[config.mk]
export PLATFORM = sky130hd
export DESIGN_NAME = wdcm_top
export DESIGN_NICKNAME = d
export VERILOG_FILES = /design/src/hw/wdcm_pkg.sv /design/src/hw/wdcm_top.sv
export SDC_FILE = /design/constraint.sdc
export NUM_CORES = 1
export LEC_CHECK = 0
export BUFFER_PORTS_ARGS = -buffer_cell sky130_fd_sc_hd__clkbuf_2
export CAP_MARGIN = 20
export CORE_MARGIN = 2
export CORE_UTILIZATION = 57
export CTS_BUF_LIST = sky130_fd_sc_hd__clkbuf_2
export CTS_CLUSTER_DIAMETER = 150
export DETAILED_ROUTE_END_ITERATION = 16
export PLACE_DENSITY = 0.9
export SLEW_MARGIN = 40
export SYNTH_ARGS = -nofsm -noshare
export SYNTH_HDL_FRONTEND = slang
export SYNTH_SLANG_ARGS = --single-unit
[constraint.sdc]
create_clock -name ref_clk -period 2.34 [get_ports ref_clk]
set_clock_uncertainty 0.1 [all_clocks]
set_input_delay 0.468 -clock ref_clk [delete_from_list [all_inputs] [get_ports ref_clk]]
set_output_delay 0.468 -clock ref_clk [all_outputs]
set_load 0.02 [all_outputs]
[src/hw/wdcm_pkg.sv]
// Constants for the windowed watchdog and clock monitor.
// Assumes an idle-timer tick and an instruction-cycle tick from core logic.
// Contract
// - Watchdog active only when option bit selects
// - Enforce upper and lower service limits
// - Count limits in idle-timer clocks
// - Clock monitor flags missing or slow clock
// - Upper and lower checkers are independent
// - Fields: window 7:6, key 5:1, monitor 0
// - Lower limit fixed at 2048 ticks
// - Bits 7:6 choose one of four upper limits
// - Key field must equal 01100
// - Bit 0 enables clock monitor checking
// - Codes 00..11 give 8k,16k,32k,64k upper limit
// - One configuring write; later writes match exactly
// - Error on late service or early service
// - Inhibited in reset; leaves with max window, monitor on
package wdcm_pkg;
  localparam int WIN_HI = 7;
  localparam int WIN_LO = 6;
  localparam int KEY_HI = 5;
  localparam int KEY_LO = 1;
  localparam int CMON_BIT = 0;
  localparam logic [4:0] KEY_VALUE = 5'h0c;
  localparam logic [1:0] WIN_RESET = 2'h3;
  localparam logic [16:0] LOWER_LIMIT = 17'h0_0800;
  localparam logic [16:0] UPPER_8K = 17'h0_2000;
  localparam logic [16:0] UPPER_16K = 17'h0_4000;
  localparam logic [16:0] UPPER_32K = 17'h0_8000;
  localparam logic [16:0] UPPER_64K = 17'h1_0000;
  // Clock monitor: ref clocks allowed between instruction-cycle ticks
  localparam int CMON_PERIOD_US = 200;
  localparam int CLK_MHZ = 125;
  localparam int CMON_CYCLES = CMON_PERIOD_US * CLK_MHZ;
  // Output held low this many idle ticks after error clears
  localparam logic [4:0] HOLD_TICKS = 5'h10;
endpackage

[src/hw/wdcm_top.sv]
// Windowed watchdog with clock monitor and service register.
// Assumes wr_en/wr_data come from the core on ref_clk; ticks are
// single-cycle pulses on ref_clk, the option strap from a pin.
`timescale 1ns/100ps
module wdcm_top #(
  parameter int CMON_LIMIT = wdcm_pkg::CMON_CYCLES
) (
  input wire logic ref_clk, // System clock
  input wire logic rst, // Async reset, active high
  input wire logic clk_en, // Freezes all state when low
  input wire logic wd_option_n, // Option strap, low selects watchdog
  input wire logic idle_timer_tick, // Idle timer clock pulse
  input wire logic icycle_tick, // Instruction-cycle clock pulse
  input wire logic wr_en, // Service register write strobe
  input wire logic [7:0] wr_data, // Service register write data
  output logic [7:0] rd_data, // Service register read data
  output logic watchdog_error_output_n, // Error output, active low
  output logic error_pulse // One cycle on a new error while the output is high
);
  logic opt_s1_q, opt_s2_q, wd_enable_q;
  logic [1:0] win_q;
  logic cmon_en_q, configured_q;
  logic [16:0] lower_cnt_q, upper_cnt_q, upper_limit;
  logic lower_done;
  logic [$clog2(CMON_LIMIT+1)-1:0] cmon_cnt_q;
  logic cmon_fail_q;
  logic [4:0] hold_cnt_q;
  logic out_low_q, err_pulse_q;
  logic key_ok, fields_ok, svc_ok, svc_bad, early, late, fire;

  // Strap synchroniser; enable caught after release
  always_ff @(posedge ref_clk or posedge rst) begin
    if (rst) begin
      opt_s1_q <= 1'b1; // Idle level of the strap: watchdog not selected
      opt_s2_q <= 1'b1;
      wd_enable_q <= 1'b0;
    end else if (clk_en) begin
      opt_s1_q <= wd_option_n;
      opt_s2_q <= opt_s1_q;
      wd_enable_q <= ~opt_s2_q;
    end
  end

  // Decode of a service write
  assign key_ok = wr_data[wdcm_pkg::KEY_HI:wdcm_pkg::KEY_LO] == wdcm_pkg::KEY_VALUE;
  assign fields_ok = key_ok && wr_data[wdcm_pkg::WIN_HI:wdcm_pkg::WIN_LO] == win_q
    && wr_data[wdcm_pkg::CMON_BIT] == cmon_en_q;
  assign lower_done = lower_cnt_q >= wdcm_pkg::LOWER_LIMIT;
  // Writes while the output is low are ignored
  assign svc_ok = wd_enable_q && wr_en && !out_low_q
    && (configured_q ? fields_ok : key_ok);
  assign svc_bad = wd_enable_q && wr_en && !out_low_q
    && !(configured_q ? fields_ok : key_ok);
  assign early = svc_ok && configured_q && !lower_done;

  // Window and monitor fields, fixed by the first good write
  always_ff @(posedge ref_clk or posedge rst) begin
    if (rst) begin
      win_q <= wdcm_pkg::WIN_RESET;
      cmon_en_q <= 1'b1;
      configured_q <= 1'b0;
    end else if (clk_en && svc_ok && !configured_q) begin
      win_q <= wr_data[wdcm_pkg::WIN_HI:wdcm_pkg::WIN_LO];
      cmon_en_q <= wr_data[wdcm_pkg::CMON_BIT];
      configured_q <= 1'b1;
    end
  end

  // Upper limit lookup
  always_comb begin
    unique case (win_q)
      2'h0: upper_limit = wdcm_pkg::UPPER_8K;
      2'h1: upper_limit = wdcm_pkg::UPPER_16K;
      2'h2: upper_limit = wdcm_pkg::UPPER_32K;
      2'h3: upper_limit = wdcm_pkg::UPPER_64K;
    endcase
  end

  // Lower limit checker: saturates once the lower bound has passed
  always_ff @(posedge ref_clk or posedge rst) begin
    if (rst) begin
      lower_cnt_q <= '0;
    end else if (clk_en) begin
      if (svc_ok || out_low_q || !wd_enable_q) begin
        lower_cnt_q <= '0;
      end else if (idle_timer_tick && !lower_done) begin
        lower_cnt_q <= lower_cnt_q + 17'h0_0001;
      end
    end
  end

  // Upper limit checker, independent of the lower one
  always_ff @(posedge ref_clk or posedge rst) begin
    if (rst) begin
      upper_cnt_q <= '0;
    end else if (clk_en) begin
      if (svc_ok || out_low_q || !wd_enable_q) begin
        upper_cnt_q <= '0;
      end else if (idle_timer_tick && upper_cnt_q < upper_limit) begin
        upper_cnt_q <= upper_cnt_q + 17'h0_0001;
      end
    end
  end
  assign late = wd_enable_q && !out_low_q && upper_cnt_q >= upper_limit;

  // Clock monitor: timeout on gap between instruction-cycle ticks
  always_ff @(posedge ref_clk or posedge rst) begin
    if (rst) begin
      cmon_cnt_q <= '0;
      cmon_fail_q <= 1'b0;
    end else if (clk_en) begin
      if (icycle_tick || !cmon_en_q) begin
        cmon_cnt_q <= '0;
        cmon_fail_q <= 1'b0;
      end else if (cmon_cnt_q >= ($bits(cmon_cnt_q))'(CMON_LIMIT)) begin
        cmon_fail_q <= 1'b1;
      end else begin
        cmon_cnt_q <= cmon_cnt_q + 1'b1;
      end
    end
  end

  assign fire = svc_bad || early || late || cmon_fail_q;

  // Output stretch: low while error, then a fixed hold of idle ticks
  always_ff @(posedge ref_clk or posedge rst) begin
    if (rst) begin
      out_low_q <= 1'b0;
      watchdog_error_output_n <= 1'b1;
      hold_cnt_q <= '0;
      err_pulse_q <= 1'b0;
    end else if (clk_en) begin
      err_pulse_q <= fire && !out_low_q;
      if (fire) begin
        out_low_q <= 1'b1;
        watchdog_error_output_n <= 1'b0;
        hold_cnt_q <= '0;
      end else if (out_low_q && idle_timer_tick) begin
        if (hold_cnt_q == wdcm_pkg::HOLD_TICKS - 5'h01) begin
          out_low_q <= 1'b0;
          watchdog_error_output_n <= 1'b1;
        end
        hold_cnt_q <= hold_cnt_q + 5'h01;
      end
    end
  end
  assign error_pulse = err_pulse_q;

  // Readback: key field always reads as zeros
  always_ff @(posedge ref_clk or posedge rst) begin
    if (rst) begin
      rd_data <= '0;
    end else if (clk_en) begin
      rd_data <= {win_q, 5'h00, cmon_en_q};
    end
  end

  // Idle ticks since the window opened, one bit wider than the counters
  logic [17:0] chk_ticks_q;
  always_ff @(posedge ref_clk or posedge rst) begin
    if (rst) begin
      chk_ticks_q <= '0;
    end else if (clk_en) begin
      if (svc_ok || out_low_q || !wd_enable_q) begin
        chk_ticks_q <= '0;
      end else if (idle_timer_tick) begin
        chk_ticks_q <= chk_ticks_q + 18'h0_0001;
      end
    end
  end
endmodule

==> reports/summary.log, run 1 <==
qor: run_status.run_status finished with violations
qor: run_status.violations_in_the_final_reports setup timing
qor: synth.synthAdderAreaFrac 0.0408
qor: sta.final_min_period_over_clock_period 1.12
qor: clock_tree.cts_made_buffers 9
qor: synth.yosys.area_share.simple 0.214
qor: pwr.power.internal 1730 uW
qor: final_layout.filler_cell_count 407
qor: route.drtPass1Iterations 7
qor: pwr.power_density 579 mW/mm^2
qor: route.detail-route-antenna-nets 0
qor: global_route.pin_count_of_the_biggest_net_entering_global_routing 45
qor: worst_setup_path.crit_required 2650 ps
qor: floorplanning.fp.dieW 84.3 um
qor: worst_setup_path.ff2ff_path_depth 10
qor: worst_setup_path.regToRegStartpoint win_q[1]
qor: synth.largest_family_of_logic_cells_by_synthesized_area simple AND/OR/NAND/NOR gates
qor: synth.synthXorXnorAreaFrac 0.0882
qor: sta.fin_tns_setup -1480 ps
qor: worst_setup_path.path_buf_inv 2
qor: sta.slew_headroom 0.598
qor: final_layout.sequential_cell_area 0.00171 mm^2
qor: placed_design.place.gp.congestion 0.857
qor: floorplanning.die_y 84.3 um
qor: synth.netlist.area_leader.share 0.422
qor: route.drc_errors 0
qor: synth.synth.avg_cell_area 10.0 um^2
qor: sta.setup_ws -284 ps
qor: route.per_cell_routed_wire_length 19.8 um
qor: worst_setup_path.cp_data_arrival_time 2940 ps
qor: final_layout.insertedDiodeCount 0
qor: global_route.antenna_found_initial 0
qor: final_layout.final_nets 442
qor: final_layout.post-route-util 0.710
qor: synth.synth_compound_area_frac 0.119
qor: synth.synth_enable_flop_cells 0
qor: pwr.max-vdd-ir-drop 0.589 mV
qor: worst_setup_path.regToRegEndpoint upper_cnt_q[16]
qor: clock_tree.tritoncts_num_sinks 68
qor: clock_tree.tritoncts done
qor: sta.clock.fmax 381 MHz
qor: run.maxCapViolations 0
qor: worst_setup_path.cp_slowest_stage_delay 630 ps
qor: floorplanning.design.core.area 0.00628 mm^2
qor: floorplanning.rows 29
qor: route.totalWireLength 9840 um
qor: worst_setup_path.worst-path-max-fanout 6
qor: clock_tree.worst_skew_pair.late_latency 530 ps
qor: worst_setup_path.timing.critical_path.max_delay_family compound AO/OA/AOI/OAI gates
qor: clock_tree.cts-root-buf sky130_fd_sc_hd__clkbuf_2
qor: synth.synth_top_area_cell sky130_fd_sc_hd__dfrtp_1
qor: pwr.switching_share 0.331
qor: placed_design.portBuffers 19
qor: placed_design.dp_hpwl 5270 um
qor: clock_tree.worst_path_clk_slew 230 ps
qor: synth.synthesis.instances 366
qor: synth.synth_flop_cell sky130_fd_sc_hd__dfrtp_1
qor: sta.rsz0062_at_grt true
qor: clock_tree.cts_max_path_buffers 2
qor: final_layout.syn_to_final_growth 21.3%
qor: sta.worstMarginPinSlew 602 ps
qor: route.vias 3,095
qor: worst_setup_path.critPathSlowestCell sky130_fd_sc_hd__dfstp_2
qor: route.vias_per_cell 6.23
qor: floorplanning.starting_density_of_the_core 0.586
qor: worst_setup_path.worst_setup_path_end_kind flop
qor: synth.synth.area.top_cells sky130_fd_sc_hd__dfrtp_1 42%, sky130_fd_sc_hd__xnor2_1 6.9%, sky130_fd_sc_hd__nor2_1 5.1%, sky130_fd_sc_hd__dfstp_2 4.3%, sky130_fd_sc_hd__ha_1 4.1%
qor: global_route.global_route_wire_length_before_repair 13,400 um
qor: hold_path.min_path_cells 2
qor: hold_path.timing.hold.worst.class in2reg
qor: worst_setup_path.path_cells nand2b_4 > ha_4 > nor2b_4 > o211ai_1 > buf_4 > nand3_4 > buf_8 > a2111oi_4 > xnor2_1 > nor2_1
qor: global_route.grt_util_all_layers 0.233
qor: sta.maxSlewViolCount 0
qor: clock_tree.htree_levels 3
qor: sta.period_minus_ws_final 2620 ps
qor: synth.most_common_library_cells_after_synthesis 62 x sky130_fd_sc_hd__dfrtp_1, 50 x sky130_fd_sc_hd__nor2_1, 29 x sky130_fd_sc_hd__xnor2_1
qor: worst_setup_path.ff2ff_setup_slack -280 ps
qor: pwr.seq_power_share 0.513
qor: synth.syn_area 0.00368 mm^2
qor: synth.async_flop_share 1.00
qor: global_route.overflow 0
qor: final_layout.multi_input_area 0.00208 mm^2
qor: pwr.share_clk_of_total_power 0.279
qor: synth.post-synth-top-count-cell sky130_fd_sc_hd__dfrtp_1
qor: hold_path.worst_hold_path.endpoint opt_s1_q
qor: floorplanning.die-area 0.00711 mm^2
qor: worst_setup_path.nature_of_the_critical_path_startpoint flop
qor: pwr.static-leakage-power 0.00185 uW
qor: route.drt_iter0_markers 270
qor: synth.postSynthRegisterBits 68
qor: synth.synth_cell_types 56
qor: synth.fraction_of_synthesized_area_in_multiplexers 0.0272
qor: global_route.vias_in_the_first_global_route 2,938
qor: worst_setup_path.crit_type reg2reg
qor: final_layout.drive_gt1_frac 0.288
qor: pwr.power.share.combinational 0.209
qor: floorplanning.floorplan.io_pins 25
qor: synth.synth.yosys.warnings 0
qor: pwr.power.switching 855 uW
qor: synth.yosysSeqAreaShare 0.465
qor: hold_path.worstHoldStart wd_option_n
qor: sta.hold_viol_final 0
qor: sta.report.final.setup_viol 17
==> kinds of logic (layout without fill, tap and decap cells) <==
family,Yosys count,after routing
and+or+nand+nor,151,151
DFF,68,68
AOI/OAI and AO/OA,53,53
xor gates and xnor gates,37,37
buffers and inverters,35,85
adders and majority gates,12,12
muxes,9,9
other,1,5
==> per-layer routing <==
| metal | vias up | wire (um) | GRT usage |
|---|---|---|---|
| met1 | 1512 | 3690 | 0.304 |
| met4 | 0 | 534 | 0.0880 |
| met5 | - | 0 | 0 |
| li1 | 1362 | - | - |
| met2 | 166 | 5070 | 0.385 |
| met3 | 55 | 553 | 0.0472 |
==> cell type report <==
type                    instances  area share
repair buffers                 50      0.0873
flip-flops and latches         68       0.383
clock inverters                 6      0.0146
multi-input cells             267       0.466
inverters                      19      0.0160
clock buffers                  10      0.0112
well taps                      77      0.0216
==> per-stage QoR <==
stage	hold slack [ps]	cells	power [uW]	area (um^2)	setup WS, ps
2_1_floorplan	354	370	1640	3710	2.67
3_3_place_gp	371	469	1750	3980	-0.690
3_5_place_dp	372	469	1770	3980	-101
4_1_cts	62.2	491	2450	4170	-45.7
5_1_grt	50.1	497	2670	4460	-340
6_report	63.3	497	2580	4460	-284
==> power groups by stage <==
stage               Clock [uW]  Combinational [uW]  Sequential [uW]
finish                     719                 539             1320
global route               751                 580             1340
CTS                        688                 444             1320
detailed placement           0                 430             1340
global placement             0                 406             1340
floorplan                    0                 300             1340
==> state kept, by name (all words and copies together), names as in the netlist, 2 cells and up <==
signal       count
upper_cnt_q     17
cmon_cnt_q      15
lower_cnt_q     17
win_q            2
hold_cnt_q       5
rd_data          3
==> worst max-delay path by stage <==
stage          startpoint         endpoint  depth (start not counted)
2_1_floorplan    win_q[0]   upper_cnt_q[3]                          8
3_3_place_gp     win_q[0]   upper_cnt_q[9]                          9
3_5_place_dp     win_q[0]   upper_cnt_q[3]                          8
4_1_cts          win_q[0]  upper_cnt_q[12]                          9
5_1_grt          win_q[1]  upper_cnt_q[16]                         10
6_report         win_q[1]  upper_cnt_q[16]                         10
==> worst register-to-register path, stage by stage, from the launching register on <==
cell and delay (ps):
sky130_fd_sc_hd__dfstp_2 630, sky130_fd_sc_hd__nand2b_4 160, sky130_fd_sc_hd__ha_4 200, sky130_fd_sc_hd__nor2b_4 120, sky130_fd_sc_hd__o211ai_1 210, sky130_fd_sc_hd__buf_4 190
sky130_fd_sc_hd__nand3_4 80, sky130_fd_sc_hd__buf_8 160, sky130_fd_sc_hd__a2111oi_4 450, sky130_fd_sc_hd__xnor2_1 170, sky130_fd_sc_hd__nor2_1 70
==> cells in the final DEF, fill, tap and decap left out, drive strengths merged, types with 2 or more instances in the layout <==
master    synthesis  routed
ha               12      12
clkinvlp          0       4
o21a              2       2
mux2              8       8
dfrtp            62      62
nor3              6       6
inv              19      19
and3              6       6
a32o              2       2
nand2b            4       4
a31o              2       2
o211ai            2       2
nand4            10      10
and2             12      12
and4b             2       2
dfstp             6       6
conb              1       5
a211oi            5       5
nor2b             5       5
nand3            18      18
nor4b             5       5
o21ai            10      10
or2               3       3
nor2             50      50
nor4              4       4
clkbuf            7      29
xnor2            29      29
nand2            18      18
o31ai             4       4
a2111oi           5       5
buf               9      30
or3               7       7
xor2              8       8
a21oi            14      14
==> what timing repair did <==
item,CTS,global route
setup endpoints to repair,16,35
setup buffers,5,6
endpoints found under the hold margin,24,0
resized for setup,11,40
pin swaps,20,15
hold buffers,1,0
Power figures use the tool's default switching activity.
==> run 2, diff against run 1 <==
CORE_ASPECT_RATIO = 1.2   (was not set)
SLEW_MARGIN = 20   (was 40)
==> run 2 against run 1 <==
Against the previous run: the flow still finishes with violations (setup timing); clock-buffer cell count unchanged; core utilization fell by 1.7 points; first-iteration DRC count is 26% lower; hold slack got worse by 30 ps; global-route usage grew 0.18 points; clock power grew 14%; combinational power barely moved; wire length down 9.8%; largest power group unchanged.
==> reports/summary.log, run 2 (synthesized netlist as in run 1, its figures left out) <==
qor: sta.period_minus_ws_final 2450 ps [-170 ps]
qor: final_layout.insertedDiodeCount 0 [unchanged]
qor: run.maxCapViolations 0 [unchanged]
qor: global_route.grt_util_all_layers 0.235 [+0.00182]
qor: sta.hold_viol_final 0 [unchanged]
qor: worst_setup_path.timing.critical_path.max_delay_family flip-flops
qor: floorplanning.die_y 92.0 um [+9.1%]
qor: global_route.pin_count_of_the_biggest_net_entering_global_routing 69 [+53%]
qor: floorplanning.floorplan.io_pins 25 [unchanged]
qor: route.vias_per_cell 5.96 [-4.3%]
qor: pwr.static-leakage-power 0.00184 uW [-0.79%]
qor: worst_setup_path.regToRegEndpoint upper_cnt_q[14]
qor: clock_tree.cts_made_buffers 9 [unchanged]
qor: clock_tree.cts_max_path_buffers 2 [unchanged]
qor: route.per_cell_routed_wire_length 17.7 um [-11%]
qor: placed_design.dp_hpwl 5490 um [+4.1%]
qor: worst_setup_path.ff2ff_path_depth 8 [-2]
qor: sta.rsz0062_at_grt true
qor: placed_design.minimum_setup_slack_after_placement -131 ps [-29.7 ps]
qor: worst_setup_path.worst-path-max-fanout 6 [unchanged]
qor: route.drt_iter0_markers 199 [-26%]
qor: floorplanning.die-area 0.00711 mm^2 [about the same]
qor: floorplanning.rows 32 [+10%]
qor: worst_setup_path.cp_slowest_stage_delay 630 ps [about the same]
qor: route.totalWireLength 8880 um [-9.8%]
qor: worst_setup_path.critical_path.startpoint win_q[0]
qor: worst_setup_path.ff2ff_setup_slack -110 ps [+170 ps]
qor: pwr.power_density 611 mW/mm^2 [+5.5%]
qor: sta.setup_ws -115 ps [+170 ps]
qor: placed_design.place.gp.congestion 0.840 [-1.9%]
qor: worst_setup_path.path_cells nand2_1 > ha_1 > a21oi_2 > nand3_2 > buf_6 > a2111oi_4 > xnor2_1 > nor2_1
qor: route.detail-route-antenna-nets 0 [unchanged]
qor: worst_setup_path.path_depth 8 [-2]
qor: global_route.overflow 0 [unchanged]
qor: worst_setup_path.critPathSlowestCell sky130_fd_sc_hd__dfstp_2
qor: final_layout.layout_common_cells 62 x sky130_fd_sc_hd__dfrtp_1, 47 x sky130_fd_sc_hd__nor2_1, 29 x sky130_fd_sc_hd__xnor2_1, 29 x sky130_fd_sc_hd__clkbuf_2, 22 x sky130_fd_sc_hd__buf_4
qor: final_layout.layout_commonest_cell sky130_fd_sc_hd__dfrtp_1
qor: worst_setup_path.critPathCapture upper_cnt_q[14]
qor: sta.report.final.setup_viol 16 [-1]
qor: run_status.run_status finished with violations
qor: global_route.antenna_found_initial 0 [unchanged]
qor: route.drtPass1Iterations 4 [-3]
qor: worst_setup_path.path_buf_inv 1 [-1]
qor: sta.final_min_period_over_clock_period 1.05 [-0.0725]
qor: clock_tree.cts-root-buf sky130_fd_sc_hd__clkbuf_2
qor: final_layout.final_nets 440 [-0.45%]
qor: floorplanning.design.core.area 0.00633 mm^2 [+0.78%]
qor: global_route.vias_in_the_first_global_route 2,908 [-1.0%]
qor: route.drc_errors 0 [unchanged]
qor: pwr.max-vdd-ir-drop 0.525 mV [-11%]
qor: hold_path.timing.hold.worst.class in2reg
qor: worst_setup_path.cp_data_arrival_time 2810 ps [-130 ps]
qor: clock_tree.tritoncts done
qor: floorplanning.starting_density_of_the_core 0.581 [-0.00452]
qor: sta.slew_headroom 0.633 [+0.0349]
qor: final_layout.post-route-util 0.693 [-0.0168]
qor: pwr.power 2680 uW [+3.8%]
qor: worst_setup_path.crit_type reg2reg
qor: global_route.global_route_wire_length_before_repair 13,100 um [-2.2%]
qor: sta.worstMarginPinSlew 550 ps [-52.4 ps]
qor: worst_setup_path.nature_of_the_critical_path_startpoint flop
qor: worst_setup_path.worst_setup_path_end_kind flop
qor: sta.clock.fmax 407 MHz [+6.9%]
qor: clock_tree.worst_path_clk_slew 200 ps [-30 ps]
qor: floorplanning.fp.dieW 77.3 um [-8.3%]
qor: run_status.violations_in_the_final_reports setup timing
qor: final_layout.top_flop_regs lower_cnt_q: 17 flops, upper_cnt_q: 17 flops, cmon_cnt_q: 15 flops
qor: placed_design.portBuffers 19 [unchanged]
qor: clock_tree.worst_skew_pair.late_latency 550 ps [+20 ps]
qor: worst_setup_path.crit_required 2700 ps [+50 ps]
qor: sta.maxSlewViolCount 0 [unchanged]
qor: clock_tree.htree_levels 3 [unchanged]
qor: final_layout.syn_to_final_growth 19.3%
qor: final_layout.drive_gt1_frac 0.282 [-0.00580]
qor: route.vias 2,997 [-3.2%]
qor: clock_tree.tritoncts_num_sinks 68 [unchanged]
qor: worst_setup_path.regToRegStartpoint win_q[0]
run 2: changes by cell type in the layout (fill, tap and decap cells not counted), moves of 2 or more:
cell / previous run / this run
sky130_fd_sc_hd__xor2_4: 2 / 0
sky130_fd_sc_hd__buf_6: 7 / 4
sky130_fd_sc_hd__a21oi_4: 3 / 1
sky130_fd_sc_hd__o21ai_1: 0 / 2
sky130_fd_sc_hd__nor2_4: 0 / 2
sky130_fd_sc_hd__buf_4: 20 / 22
sky130_fd_sc_hd__clkinvlp_4: 4 / 2
sky130_fd_sc_hd__a21oi_2: 0 / 3
sky130_fd_sc_hd__xor2_1: 6 / 8
run 2: worst min-delay path by stage:
stage                                from  cells past startpoint  slack, ps              end
after global routing          wd_option_n                      2         40         opt_s1_q
after detailed placement  lower_cnt_q[14]                      1        390  lower_cnt_q[14]
after global placement    lower_cnt_q[12]                      1        370  lower_cnt_q[12]
final                         wd_option_n                      2         30         opt_s1_q
after CTS                     wd_option_n                      2         50         opt_s1_q
after floorplan           lower_cnt_q[12]                      1        350  lower_cnt_q[12]
run 2: routing by layer:
layer | routed length (um) | up-vias | track usage
li1 | - | 1355 | -
met1 | 3340 | 1490 | 0.264
met2 | 4620 | 112 | 0.419
met3 | 476 | 40 | 0.0394
met4 | 447 | 0 | 0.129
met5 | 0 | - | 0
run 2: area by class of cell:
cell class	count	area [um^2]
Tap cell	85	106
Fill cell	430	1940
Sequential cell	68	1710
Timing Repair Buffer	48	355
Clock inverter	6	88.8
Multi-Input combinational cell	267	2010
Inverter	19	71.3
Clock buffer	10	50.0
run 2: stage by stage:
stage	std cells	instance area, um^2	setup TNS (ps)	hold slack, ps
floorplan	370	3710	0	354
global placement	482	4020	0	369
detailed placement	482	4020	-1150	387
CTS	501	4240	0	54.6
global route	503	4390	-2560	43.0
finish	503	4390	-763	33.4
run 2: repair_timing:
item | CTS | global route
setup endpoints to repair | 22 | 24
gates resized for setup | 8 | 32
pin swaps | 5 | 19
endpoints found under the hold margin | 62 | 0
setup buffers | 2 | 2
hold buffers | 1 | 0
run 2: report_power, final:
part           switching (uW)  leakage (uW)  internal [uW]  total [uW]
combinational             318      0.000848            217         536
clock                     460     0.0000781            357         817
sequential               67.1      0.000911           1260        1330
